### src/clkbuf_cfg_pkg.sv
// Constants for the clock buffer configuration registers and SMBus port.
// Assumes SCL and SDA arrive already synchronous to the system clock.
// Operation
// Control bit 5 enables software frequency changes, reset 0.
// Control bits 4:3 select frequency, reset 0, effective only if enabled.
// Control bit 0 sets feedback edge rate: 0 slow, 1 fast; reset 1.
// Reserved index 4 always reads all ones.
// Index 5 read-only: revision code high nibble, vendor code low nibble.
// Index 6 is read-only: two-bit variant code over six-bit part code.
// Index 7 bits 4:0 hold readback length, reset 8; bits 7:5 read 0.
// Block read sends the length byte first, then bytes from the index.
// Host acks each byte read, sends not-ack after the last, then stops.
// Writes to read-only or reserved bits never change what reads return.
package clkbuf_cfg_pkg;
	localparam logic [7:0] IDX_FREQ_CTRL = 8'h03;
	localparam logic [7:0] IDX_RSVD_ONES = 8'h04;
	localparam logic [7:0] IDX_REV_VENDOR = 8'h05;
	localparam logic [7:0] IDX_TYPE_PART = 8'h06;
	localparam logic [7:0] IDX_READBACK_LEN = 8'h07;
	localparam int BIT_FREQ_EN = 5;
	localparam int BIT_FREQ_HI = 4;
	localparam int BIT_FREQ_LO = 3;
	localparam int BIT_EDGE_RATE = 0;
	localparam logic RST_FREQ_EN = 1'b0;
	localparam logic [1:0] RST_FREQ_CHOICE = 2'h0;
	localparam logic RST_EDGE_RATE = 1'b1;
	localparam logic [4:0] RST_READBACK_LEN = 5'h08;
	localparam logic [1:0] FREQ_CTRL_RSVD_HI = 2'h0;
	localparam logic [1:0] FREQ_CTRL_RSVD_LO = 2'h3;
	localparam logic [7:0] RSVD_ALL_ONES = 8'hff;
	localparam logic [7:0] UNMAPPED_READ = 8'h00;
	localparam logic [7:0] PAST_LENGTH_FILL = 8'hff;
	localparam logic [3:0] BITS_PER_BYTE = 4'h8;
	// Arbitrary identity values
	localparam logic [3:0] REVISION_CODE = 4'h3;
	localparam logic [3:0] VENDOR_CODE = 4'h5;
	localparam logic [1:0] VARIANT_CODE = 2'h3;
	localparam logic [5:0] PART_CODE = 6'h2a;
	localparam logic [6:0] DEFAULT_SLAVE_ADDR = 7'h10;
endpackage

### src/reg_port_if.sv
// Register access path between the SMBus engine and the register bank.
// Assumes one clock domain; write strobe is a one-cycle pulse.
`timescale 1ns/1ns
interface reg_port_if;
	logic [7:0] idx;
	logic wr;
	logic [7:0] wdata;
	logic [7:0] rdata;
	logic [4:0] readback_len;
	modport engine (output idx, output wr, output wdata,
		input rdata, input readback_len);
	modport bank (input idx, input wr, input wdata,
		output rdata, output readback_len);
endinterface

### src/cfg_reg_bank.sv
// Register bank for bytes 3 to 7 of the configuration space.
// Assumes writes arrive as single-cycle strobes from the SMBus engine.
`timescale 1ns/1ns
module cfg_reg_bank (
	input wire logic i_clk_sys,
	input wire logic i_rst_b,
	reg_port_if.bank rp,
	output logic o_freq_sel_en,
	output logic [1:0] o_freq_choice,
	output logic o_feedback_edge_rate_select
);
	typedef struct packed {
		logic freq_en;
		logic [1:0] freq_choice;
		logic edge_rate;
		logic [4:0] readback_len;
	} bank_s;

	localparam bank_s BANK_RESET = '{freq_en: clkbuf_cfg_pkg::RST_FREQ_EN,
		freq_choice: clkbuf_cfg_pkg::RST_FREQ_CHOICE,
		edge_rate: clkbuf_cfg_pkg::RST_EDGE_RATE,
		readback_len: clkbuf_cfg_pkg::RST_READBACK_LEN};

	bank_s st;
	bank_s next_st;

	always_comb
	begin
		next_st = st;
		if (rp.wr && rp.idx == clkbuf_cfg_pkg::IDX_FREQ_CTRL)
		begin
			next_st.freq_en = rp.wdata[clkbuf_cfg_pkg::BIT_FREQ_EN];
			next_st.freq_choice = {rp.wdata[clkbuf_cfg_pkg::BIT_FREQ_HI],
				rp.wdata[clkbuf_cfg_pkg::BIT_FREQ_LO]};
			next_st.edge_rate = rp.wdata[clkbuf_cfg_pkg::BIT_EDGE_RATE];
		end
		if (rp.wr && rp.idx == clkbuf_cfg_pkg::IDX_READBACK_LEN)
			next_st.readback_len = rp.wdata[4:0];
	end

	always_ff @(posedge i_clk_sys)
	begin
		if (!i_rst_b)
			st <= BANK_RESET;
		else
			st <= next_st;
	end

	// Reserved and identity bytes are constants, so writes cannot reach them
	always_comb
	begin
		case (rp.idx)
			clkbuf_cfg_pkg::IDX_FREQ_CTRL: rp.rdata = {
				clkbuf_cfg_pkg::FREQ_CTRL_RSVD_HI, st.freq_en, st.freq_choice,
				clkbuf_cfg_pkg::FREQ_CTRL_RSVD_LO, st.edge_rate};
			clkbuf_cfg_pkg::IDX_RSVD_ONES:
				rp.rdata = clkbuf_cfg_pkg::RSVD_ALL_ONES;
			clkbuf_cfg_pkg::IDX_REV_VENDOR: rp.rdata = {
				clkbuf_cfg_pkg::REVISION_CODE, clkbuf_cfg_pkg::VENDOR_CODE};
			clkbuf_cfg_pkg::IDX_TYPE_PART: rp.rdata = {
				clkbuf_cfg_pkg::VARIANT_CODE, clkbuf_cfg_pkg::PART_CODE};
			clkbuf_cfg_pkg::IDX_READBACK_LEN:
				rp.rdata = {3'h0, st.readback_len};
			default: rp.rdata = clkbuf_cfg_pkg::UNMAPPED_READ;
		endcase
	end

	assign rp.readback_len = st.readback_len;
	assign o_freq_sel_en = st.freq_en;
	// Choice is held at zero while software control is off
	assign o_freq_choice = st.freq_en ? st.freq_choice : 2'h0;
	assign o_feedback_edge_rate_select = st.edge_rate;

	a_freq_en_write: assert property (@(posedge i_clk_sys)
		disable iff (!i_rst_b)
		rp.wr && rp.idx == clkbuf_cfg_pkg::IDX_FREQ_CTRL
		|=> o_freq_sel_en == $past(rp.wdata[5]))
		else $error("frequency enable did not follow write");
	a_choice_gated: assert property (@(posedge i_clk_sys)
		disable iff (!i_rst_b)
		!o_freq_sel_en |-> o_freq_choice == 2'h0)
		else $error("frequency choice active while disabled");
	a_edge_rate_write: assert property (@(posedge i_clk_sys)
		disable iff (!i_rst_b)
		rp.wr && rp.idx == clkbuf_cfg_pkg::IDX_FREQ_CTRL
		|=> o_feedback_edge_rate_select == $past(rp.wdata[0]))
		else $error("edge rate did not follow write");
	a_rsvd_all_ones: assert property (@(posedge i_clk_sys)
		disable iff (!i_rst_b)
		rp.idx == clkbuf_cfg_pkg::IDX_RSVD_ONES |-> rp.rdata == 8'hff)
		else $error("reserved byte not all ones");
	a_ident_fixed: assert property (@(posedge i_clk_sys)
		disable iff (!i_rst_b)
		rp.idx == clkbuf_cfg_pkg::IDX_REV_VENDOR |-> rp.rdata == 8'h35)
		else $error("revision and vendor byte wrong");
	a_part_fixed: assert property (@(posedge i_clk_sys)
		disable iff (!i_rst_b)
		rp.idx == clkbuf_cfg_pkg::IDX_TYPE_PART |-> rp.rdata == 8'hea)
		else $error("variant and part byte wrong");
	a_len_write: assert property (@(posedge i_clk_sys)
		disable iff (!i_rst_b)
		rp.wr && rp.idx == clkbuf_cfg_pkg::IDX_READBACK_LEN
		|=> rp.readback_len == $past(rp.wdata[4:0]))
		else $error("readback length did not follow write");
	// Index moves on after every write, so state is watched, not read data
	a_ro_unchanged: assert property (@(posedge i_clk_sys)
		disable iff (!i_rst_b)
		rp.wr && rp.idx >= clkbuf_cfg_pkg::IDX_RSVD_ONES
		&& rp.idx <= clkbuf_cfg_pkg::IDX_TYPE_PART |=> $stable(st))
		else $error("write to a read-only byte changed state");
	a_rsvd_bits_fixed: assert property (@(posedge i_clk_sys)
		disable iff (!i_rst_b)
		rp.idx == clkbuf_cfg_pkg::IDX_FREQ_CTRL
		|-> rp.rdata[7:6] == 2'h0 && rp.rdata[2:1] == 2'h3)
		else $error("reserved control bits changed");
	a_len_upper_zero: assert property (@(posedge i_clk_sys)
		disable iff (!i_rst_b)
		rp.idx == clkbuf_cfg_pkg::IDX_READBACK_LEN |-> rp.rdata[7:5] == 3'h0)
		else $error("reserved length bits not zero");
endmodule

### src/clkbuf_cfg_smbus.sv
// SMBus slave with indexed block read and write over the config bank.
// Assumes SCL and SDA are sampled synchronously; SDA is open drain.
`timescale 1ns/1ns
module clkbuf_cfg_smbus #(
	parameter logic [6:0] SLAVE_ADDR = clkbuf_cfg_pkg::DEFAULT_SLAVE_ADDR
) (
	input wire logic i_clk_sys,
	input wire logic i_rst_b,
	input wire logic i_scl,
	input wire logic i_sda,
	output logic o_sda,
	output logic o_sda_oe,
	output logic o_freq_sel_en,
	output logic [1:0] o_freq_choice,
	output logic o_feedback_edge_rate_select
);
	typedef enum logic [3:0] {
		S_IDLE, S_ADDR, S_ADDR_ACK, S_CMD, S_CMD_ACK, S_WLEN, S_WLEN_ACK,
		S_WDATA, S_WDATA_ACK, S_TX, S_TX_ACK
	} phase_e;

	typedef struct packed {
		phase_e phase;
		logic scl_q;
		logic sda_q;
		logic [3:0] bitcnt;
		logic [7:0] shreg;
		logic rd;
		logic [7:0] idx;
		logic [7:0] left;
		logic sda_low;
	} eng_s;

	localparam eng_s ENG_RESET = '{phase: S_IDLE, scl_q: 1'b1, sda_q: 1'b1,
		bitcnt: 4'h0, shreg: 8'h00, rd: 1'b0, idx: 8'h00, left: 8'h00,
		sda_low: 1'b0};

	eng_s st;
	eng_s next_st;
	reg_port_if rp ();

	logic rise;
	logic fall;
	logic start_cond;
	logic stop_cond;
	logic byte_done;

	assign rise = i_scl && !st.scl_q;
	assign fall = !i_scl && st.scl_q;
	assign start_cond = i_scl && st.scl_q && st.sda_q && !i_sda;
	assign stop_cond = i_scl && st.scl_q && !st.sda_q && i_sda;
	assign byte_done = fall && st.bitcnt == clkbuf_cfg_pkg::BITS_PER_BYTE;

	always_comb
	begin
		next_st = st;
		rp.wr = 1'b0;
		next_st.scl_q = i_scl;
		next_st.sda_q = i_sda;
		if (start_cond)
		begin
			// Repeated start lands here too, keeping the stored index
			next_st.phase = S_ADDR;
			next_st.bitcnt = 4'h0;
			next_st.sda_low = 1'b0;
		end
		else if (stop_cond)
		begin
			next_st.phase = S_IDLE;
			next_st.sda_low = 1'b0;
		end
		else
		begin
			case (st.phase)
				S_IDLE: ;
				S_ADDR, S_CMD, S_WLEN, S_WDATA:
				begin
					if (rise)
					begin
						next_st.shreg = {st.shreg[6:0], i_sda};
						next_st.bitcnt = st.bitcnt + 4'h1;
					end
					else if (byte_done)
					begin
						next_st.bitcnt = 4'h0;
						case (st.phase)
							S_ADDR:
								if (st.shreg[7:1] == SLAVE_ADDR)
								begin
									next_st.rd = st.shreg[0];
									next_st.sda_low = 1'b1;
									next_st.phase = S_ADDR_ACK;
								end
								else
									next_st.phase = S_IDLE;
							S_CMD:
							begin
								next_st.idx = st.shreg;
								next_st.sda_low = 1'b1;
								next_st.phase = S_CMD_ACK;
							end
							S_WLEN:
							begin
								next_st.left = st.shreg;
								next_st.sda_low = 1'b1;
								next_st.phase = S_WLEN_ACK;
							end
							default:
								// Bytes past the announced length are refused
								if (st.left != 8'h00)
								begin
									rp.wr = 1'b1;
									next_st.idx = st.idx + 8'h01;
									next_st.left = st.left - 8'h01;
									next_st.sda_low = 1'b1;
									next_st.phase = S_WDATA_ACK;
								end
								else
									next_st.phase = S_IDLE;
						endcase
					end
				end
				S_CMD_ACK, S_WLEN_ACK, S_WDATA_ACK:
					if (fall)
					begin
						next_st.sda_low = 1'b0;
						next_st.phase = (st.phase == S_CMD_ACK) ? S_WLEN : S_WDATA;
					end
				S_ADDR_ACK:
					if (fall)
					begin
						if (st.rd)
						begin
							next_st.shreg = {3'h0, rp.readback_len};
							next_st.left = {3'h0, rp.readback_len};
							next_st.sda_low = ~next_st.shreg[7];
							next_st.bitcnt = 4'h1;
							next_st.phase = S_TX;
						end
						else
						begin
							next_st.sda_low = 1'b0;
							next_st.phase = S_CMD;
						end
					end
				S_TX:
					if (fall)
					begin
						if (st.bitcnt == clkbuf_cfg_pkg::BITS_PER_BYTE)
						begin
							next_st.sda_low = 1'b0;
							next_st.phase = S_TX_ACK;
						end
						else
						begin
							next_st.sda_low = ~st.shreg[6];
							next_st.shreg = {st.shreg[6:0], 1'b0};
							next_st.bitcnt = st.bitcnt + 4'h1;
						end
					end
				S_TX_ACK:
					if (rise && i_sda)
						next_st.phase = S_IDLE;
					else if (fall)
					begin
						// Beyond the programmed length the line idles high
						if (st.left != 8'h00)
						begin
							next_st.shreg = rp.rdata;
							next_st.idx = st.idx + 8'h01;
							next_st.left = st.left - 8'h01;
						end
						else
							next_st.shreg = clkbuf_cfg_pkg::PAST_LENGTH_FILL;
						next_st.sda_low = ~next_st.shreg[7];
						next_st.bitcnt = 4'h1;
						next_st.phase = S_TX;
					end
				default: next_st = ENG_RESET;
			endcase
		end
	end

	always_ff @(posedge i_clk_sys)
	begin
		if (!i_rst_b)
			st <= ENG_RESET;
		else
			st <= next_st;
	end

	assign rp.idx = st.idx;
	assign rp.wdata = st.shreg;
	assign o_sda = 1'b0;
	assign o_sda_oe = st.sda_low;

	cfg_reg_bank u_bank (
		.i_clk_sys(i_clk_sys),
		.i_rst_b(i_rst_b),
		.rp(rp.bank),
		.o_freq_sel_en(o_freq_sel_en),
		.o_freq_choice(o_freq_choice),
		.o_feedback_edge_rate_select(o_feedback_edge_rate_select)
	);

	a_addr_ack_drive: assert property (@(posedge i_clk_sys)
		disable iff (!i_rst_b)
		st.phase == S_ADDR && byte_done && !start_cond && !stop_cond
		&& st.shreg[7:1] == SLAVE_ADDR |=> o_sda_oe && st.phase == S_ADDR_ACK)
		else $error("address not acknowledged");
	a_len_first: assert property (@(posedge i_clk_sys)
		disable iff (!i_rst_b)
		st.phase == S_ADDR_ACK && st.rd && fall && !start_cond && !stop_cond
		|=> st.phase == S_TX && st.shreg == {3'h0, $past(rp.readback_len)})
		else $error("block read did not start with length");
	a_nack_ends: assert property (@(posedge i_clk_sys)
		disable iff (!i_rst_b)
		st.phase == S_TX_ACK && rise && i_sda && !stop_cond
		|=> st.phase == S_IDLE ##1 !o_sda_oe)
		else $error("not-acknowledge did not end read");
	a_stop_release: assert property (@(posedge i_clk_sys)
		disable iff (!i_rst_b)
		stop_cond && !start_cond |=> st.phase == S_IDLE && !o_sda_oe)
		else $error("stop did not release bus");
	a_tx_release: assert property (@(posedge i_clk_sys)
		disable iff (!i_rst_b)
		st.phase == S_TX_ACK |-> !o_sda_oe)
		else $error("device drove SDA in host ack slot");
endmodule

### config.mk
export PLATFORM = sky130hd
export DESIGN_NAME = clkbuf_cfg_smbus
export DESIGN_NICKNAME = d
export VERILOG_FILES = /design/src/clkbuf_cfg_pkg.sv /design/src/reg_port_if.sv /design/src/cfg_reg_bank.sv /design/src/clkbuf_cfg_smbus.sv
export SDC_FILE = /design/constraint.sdc
export NUM_CORES = 1
export LEC_CHECK = 0
export BUFFER_PORTS_ARGS = -buffer_cell sky130_fd_sc_hd__buf_4
export CAP_MARGIN = 5
export CORE_ASPECT_RATIO = 1.4
export CORE_MARGIN = 2
export CORE_UTILIZATION = 50
export CTS_BUF_LIST = sky130_fd_sc_hd__clkbuf_4
export CTS_CLUSTER_SIZE = 14
export DETAILED_ROUTE_END_ITERATION = 7
export MAX_ROUTING_LAYER = met4
export PLACE_DENSITY = 0.71
export REMOVE_ABC_BUFFERS = 1
export SLEW_MARGIN = 0
export SYNTH_ARGS = -nofsm -noshare
export SYNTH_HDL_FRONTEND = slang
export SYNTH_SLANG_ARGS = --single-unit
### constraint.sdc
create_clock -name i_clk_sys -period 3 [get_ports i_clk_sys]
set_input_delay 0 -clock i_clk_sys [delete_from_list [all_inputs] [get_ports i_clk_sys]]
set_output_delay 0 -clock i_clk_sys [all_outputs]
set_load 0.1 [all_outputs]
==> impl_metrics.csv <==
group,metric,value,unit
run_status,outcome,"complete, no violations",
floorplan,die_area,7370,sq um
power_and_ir_drop,p_clk_share,22.2,%
cts,clock_sinks,45,
grt,first_global_vias,3200,
detailed_routing,drc,0,
synth,syn_inst,422,
detailed_routing,vias_per_cell,6.93,
setup_path,crit_arrival,2.82,ns
placement,io_buffers,8,
grt,grt-ovfl-total,0,
setup_path,crit_path_cell_trace,"inv_1 -> ha_1 -> or3b_4 -> nor3_1 -> a31oi_1 -> o311ai_0 -> o21ba_1",
synth,ys_warn_count,0,
synth,synth_common_cells,"45 x dfxtp_1, 37 x nand2_1, 34 x a21oi_1",
synth,yosysTopAreaCell,"dfxtp_1",
setup_path,crit_type,"flop to flop",
flow_run,max-cap-violations,0,
cells_and_area,fin_nets,433,
sta,tns,0,ns
detailed_routing,drtAntennaViolNets,0,
setup_path,worstPathRequired,3.28,ns
setup_path,cp-start-kind,"flop",
cts,htree_levels,2,
power_and_ir_drop,p_per_area,617,nW/um^2
grt,grt_pass1_wl,16000,um
cells_and_area,drive_above_1_share,10.6,%
setup_path,end_kind,"flop",
sta,slew_headroom,41.7,%
detailed_routing,wl_per_cell,19.9,um
synth,synth_edf_count,0,
cts,cts.reportedPaths.clkPinSlew,0.15,ns
setup_path,critPathMaxStageDelay,0.71,ns
cells_and_area,diodes,0,
min_path,hold_class,"input port to flop",
synth,avgSynthCellArea,7.93,sq um
placement,dp_hpwl,7200,um
cts,clock_latency,0.38,ns
sta,skew,0.0223,ns
setup_path,reg2reg_slack,0.46,ns
sta,finalMaxSlewViolations,0,
floorplan,io_pins,10,
sta,hold_viol,0,
sta,setup_viol,0,
cts,clockBufferDepth,2,
setup_path,worst_path_max_delay_cell,"nor3_1",
synth,syn_area,3350,sq um
floorplan,core,6530,sq um
power_and_ir_drop,p_seq_share,35.9,%
power_and_ir_drop,power_leakage,1.34,nW
sta,holdWs,0.457,ns
power_and_ir_drop,comb_power_share,41.8,%
setup_path,crit_path_end,"o_sda_oe$_SDFFE_PP0P_",
sta,fmax,0.394,GHz
detailed_routing,drt-total-wl,9910,um
sta,rsz0062_at_grt,"no",
setup_path,ff2ff_path_depth,7,
cts,cts_made_buffers,5,
setup_path,critPathLaunch,"st[1]$_SDFFE_PN0P_",
power_and_ir_drop,internal_power,0.00125,W
floorplan,num_rows,35,
cells_and_area,num-fill-cells,630,
power_and_ir_drop,power.switching,0.000941,W
grt,grt_max_degree,25,
setup_path,r2r_end,"o_sda_oe$_SDFFE_PP0P_",
synth,synthFlopType,"dfxtp_1",
grt,antenna_found_initial,0,
grt,grtUsageTotal,28.3,%
cts,cts_setup_buffers,0,
synth,synth_top_area_share,26.9,%
synth,synth-seq-cells,45,
floorplan,initial_core_util,51.3,%
min_path,hp-start,"i_sda",
cts,cts_tree,"yes",
cts,cts_resized,0,
cts,cts_root_buf,"clkbuf_4",
detailed_routing,dr.pass1.iters,5,
floorplan,die_w,73.1,um
power_and_ir_drop,ir_drop,0.454,mV
cells_and_area,area_growth,6.09,%
detailed_routing,vias,3443,
synth,seq_area_frac_synth,26.9,%
synth,yosys-top-cells-area,"dfxtp_1 27%, a21oi_1 5.1%, o21ai_0 4.5%",
sta,fin_crit,2.54,ns
setup_path,r2r-start,"st[1]$_SDFFE_PN0P_",
sta,period_share,84.7,%
sta,worst_pin_slew,0.873,ns
floorplan,die_y,101,um
placement,gp_congestion,1.01,
detailed_routing,first_iter_violations,311,
synth,ys_types,81,
setup_path,crit_fanout,6,
power_and_ir_drop,power.share.switching,43.0,%
synth,yosysMostFrequentCell,"dfxtp_1",
synth,async_reset_ff_share,0,%
-- cell families after synthesis --
| kind of cell | Yosys count | share of synthesized area [%] |
|---|---|---|
| other cells | 1 | 0.112 |
| fa+ha+maj | 7 | 2.62 |
| simple gates | 155 | 25.3 |
| buf+inv | 44 | 6.73 |
| compound gates | 154 | 33.6 |
| mux | 12 | 3.63 |
| xor+xnor | 4 | 1.05 |
| flops | 45 | 26.9 |
-- placed cells by master (no fill, tap or decap), types with 6 or more instances in the layout --
master    instances
nor2b_1           6
nand3b_1          6
mux2i_1          11
nor3_1           13
nand3_1          11
nor2_1           27
inv_1            17
dfxtp_1          45
buf_4            16
o21ai_0          30
nand2_1          37
ha_1              7
a211oi_1          8
a32oi_1           6
a31oi_1           8
nor3b_1           6
a21oi_1          34
-- worst min path at each step --
stage / end / slack [ns] / depth (start not counted)
6_report: st[30]$_SDFF_PN1_ / 0.46 / 3
5_1_grt: st[30]$_SDFF_PN1_ / 0.47 / 3
4_1_cts: st[30]$_SDFF_PN1_ / 0.44 / 3
3_5_place_dp: st[30]$_SDFF_PN1_ / 0.28 / 2
3_3_place_gp: st[30]$_SDFF_PN1_ / 0.27 / 2
2_1_floorplan: u_bank.o_feedback_edge_rate_select$_SDFFE_PN1P_ / 0.06 / 1
-- per-stage QoR --
stage / total power, W / instances / util [%] / instance area [sq um] / setup slack (ns)
4_1_cts: 0.00216 / 497 / 54.4 / 3550 / 0.507
3_3_place_gp: 0.00167 / 485 / 52.2 / 3400 / 0.541
5_1_grt: 0.00231 / 497 / 54.4 / 3550 / 0.331
2_1_floorplan: 0.00140 / 395 / - / 3190 / 0.117
6_report: 0.00219 / 497 / 54.4 / 3550 / 0.460
3_5_place_dp: 0.00168 / 485 / 52.2 / 3400 / 0.538
-- power by group through the flow --
stage | clock (W) | combinational, W | sequential [W]
after global routing | 0.000513 | 0.00100 | 0.000794
after detailed placement | 0 | 0.000884 | 0.000793
after global placement | 0 | 0.000875 | 0.000791
after CTS | 0.000489 | 0.000895 | 0.000778
after floorplan | 0 | 0.000613 | 0.000786
final | 0.000486 | 0.000917 | 0.000788
-- state kept, by name (all words and copies together) (netlist names) --
| register | cells |
|---|---|
| rp.wdata | 8 |
| u_bank.st | 2 |
| u_bank.rp.readback_len | 5 |
| u_bank.o_feedback_edge_rate_select | 1 |
| o_sda_oe | 1 |
| u_bank.o_freq_sel_en | 1 |
| st | 19 |
| rp.idx | 8 |
-- critical path, delay by kind of cell, from the launching register on --
kind / cells / cell delay [ns]
compound gates: 3 / 0.67
fa+ha+maj: 1 / 0.19
buf+inv: 1 / 0.06
flops: 1 / 0.37
simple gates: 2 / 1.13
-- metal layers --
metal	track usage (%)	share of wire, %
met5	-	0
met4	13.8	5.1
met2	46.0	48
met1	34.2	40
met3	3.60	6.6
-- area by class of cell --
class / instances / area [sq um] / area share, %
inverters: 17 / 63.8 / 1.80
clock buffers: 5 / 37.5 / 1.06
clock inverters: 3 / 68.8 / 1.94
repair buffers: 20 / 160 / 4.51
well taps: 74 / 92.6 / 2.61
multi-input cells: 333 / 2230 / 62.7
flip-flops and latches: 45 / 901 / 25.4
-- repair_timing --
item                                    in CTS  in global routing
hold buffers                                 4                  0
endpoints found under the setup margin       0                  0
endpoints found under the hold margin        4                  0
Power figures use the tool's default switching activity.
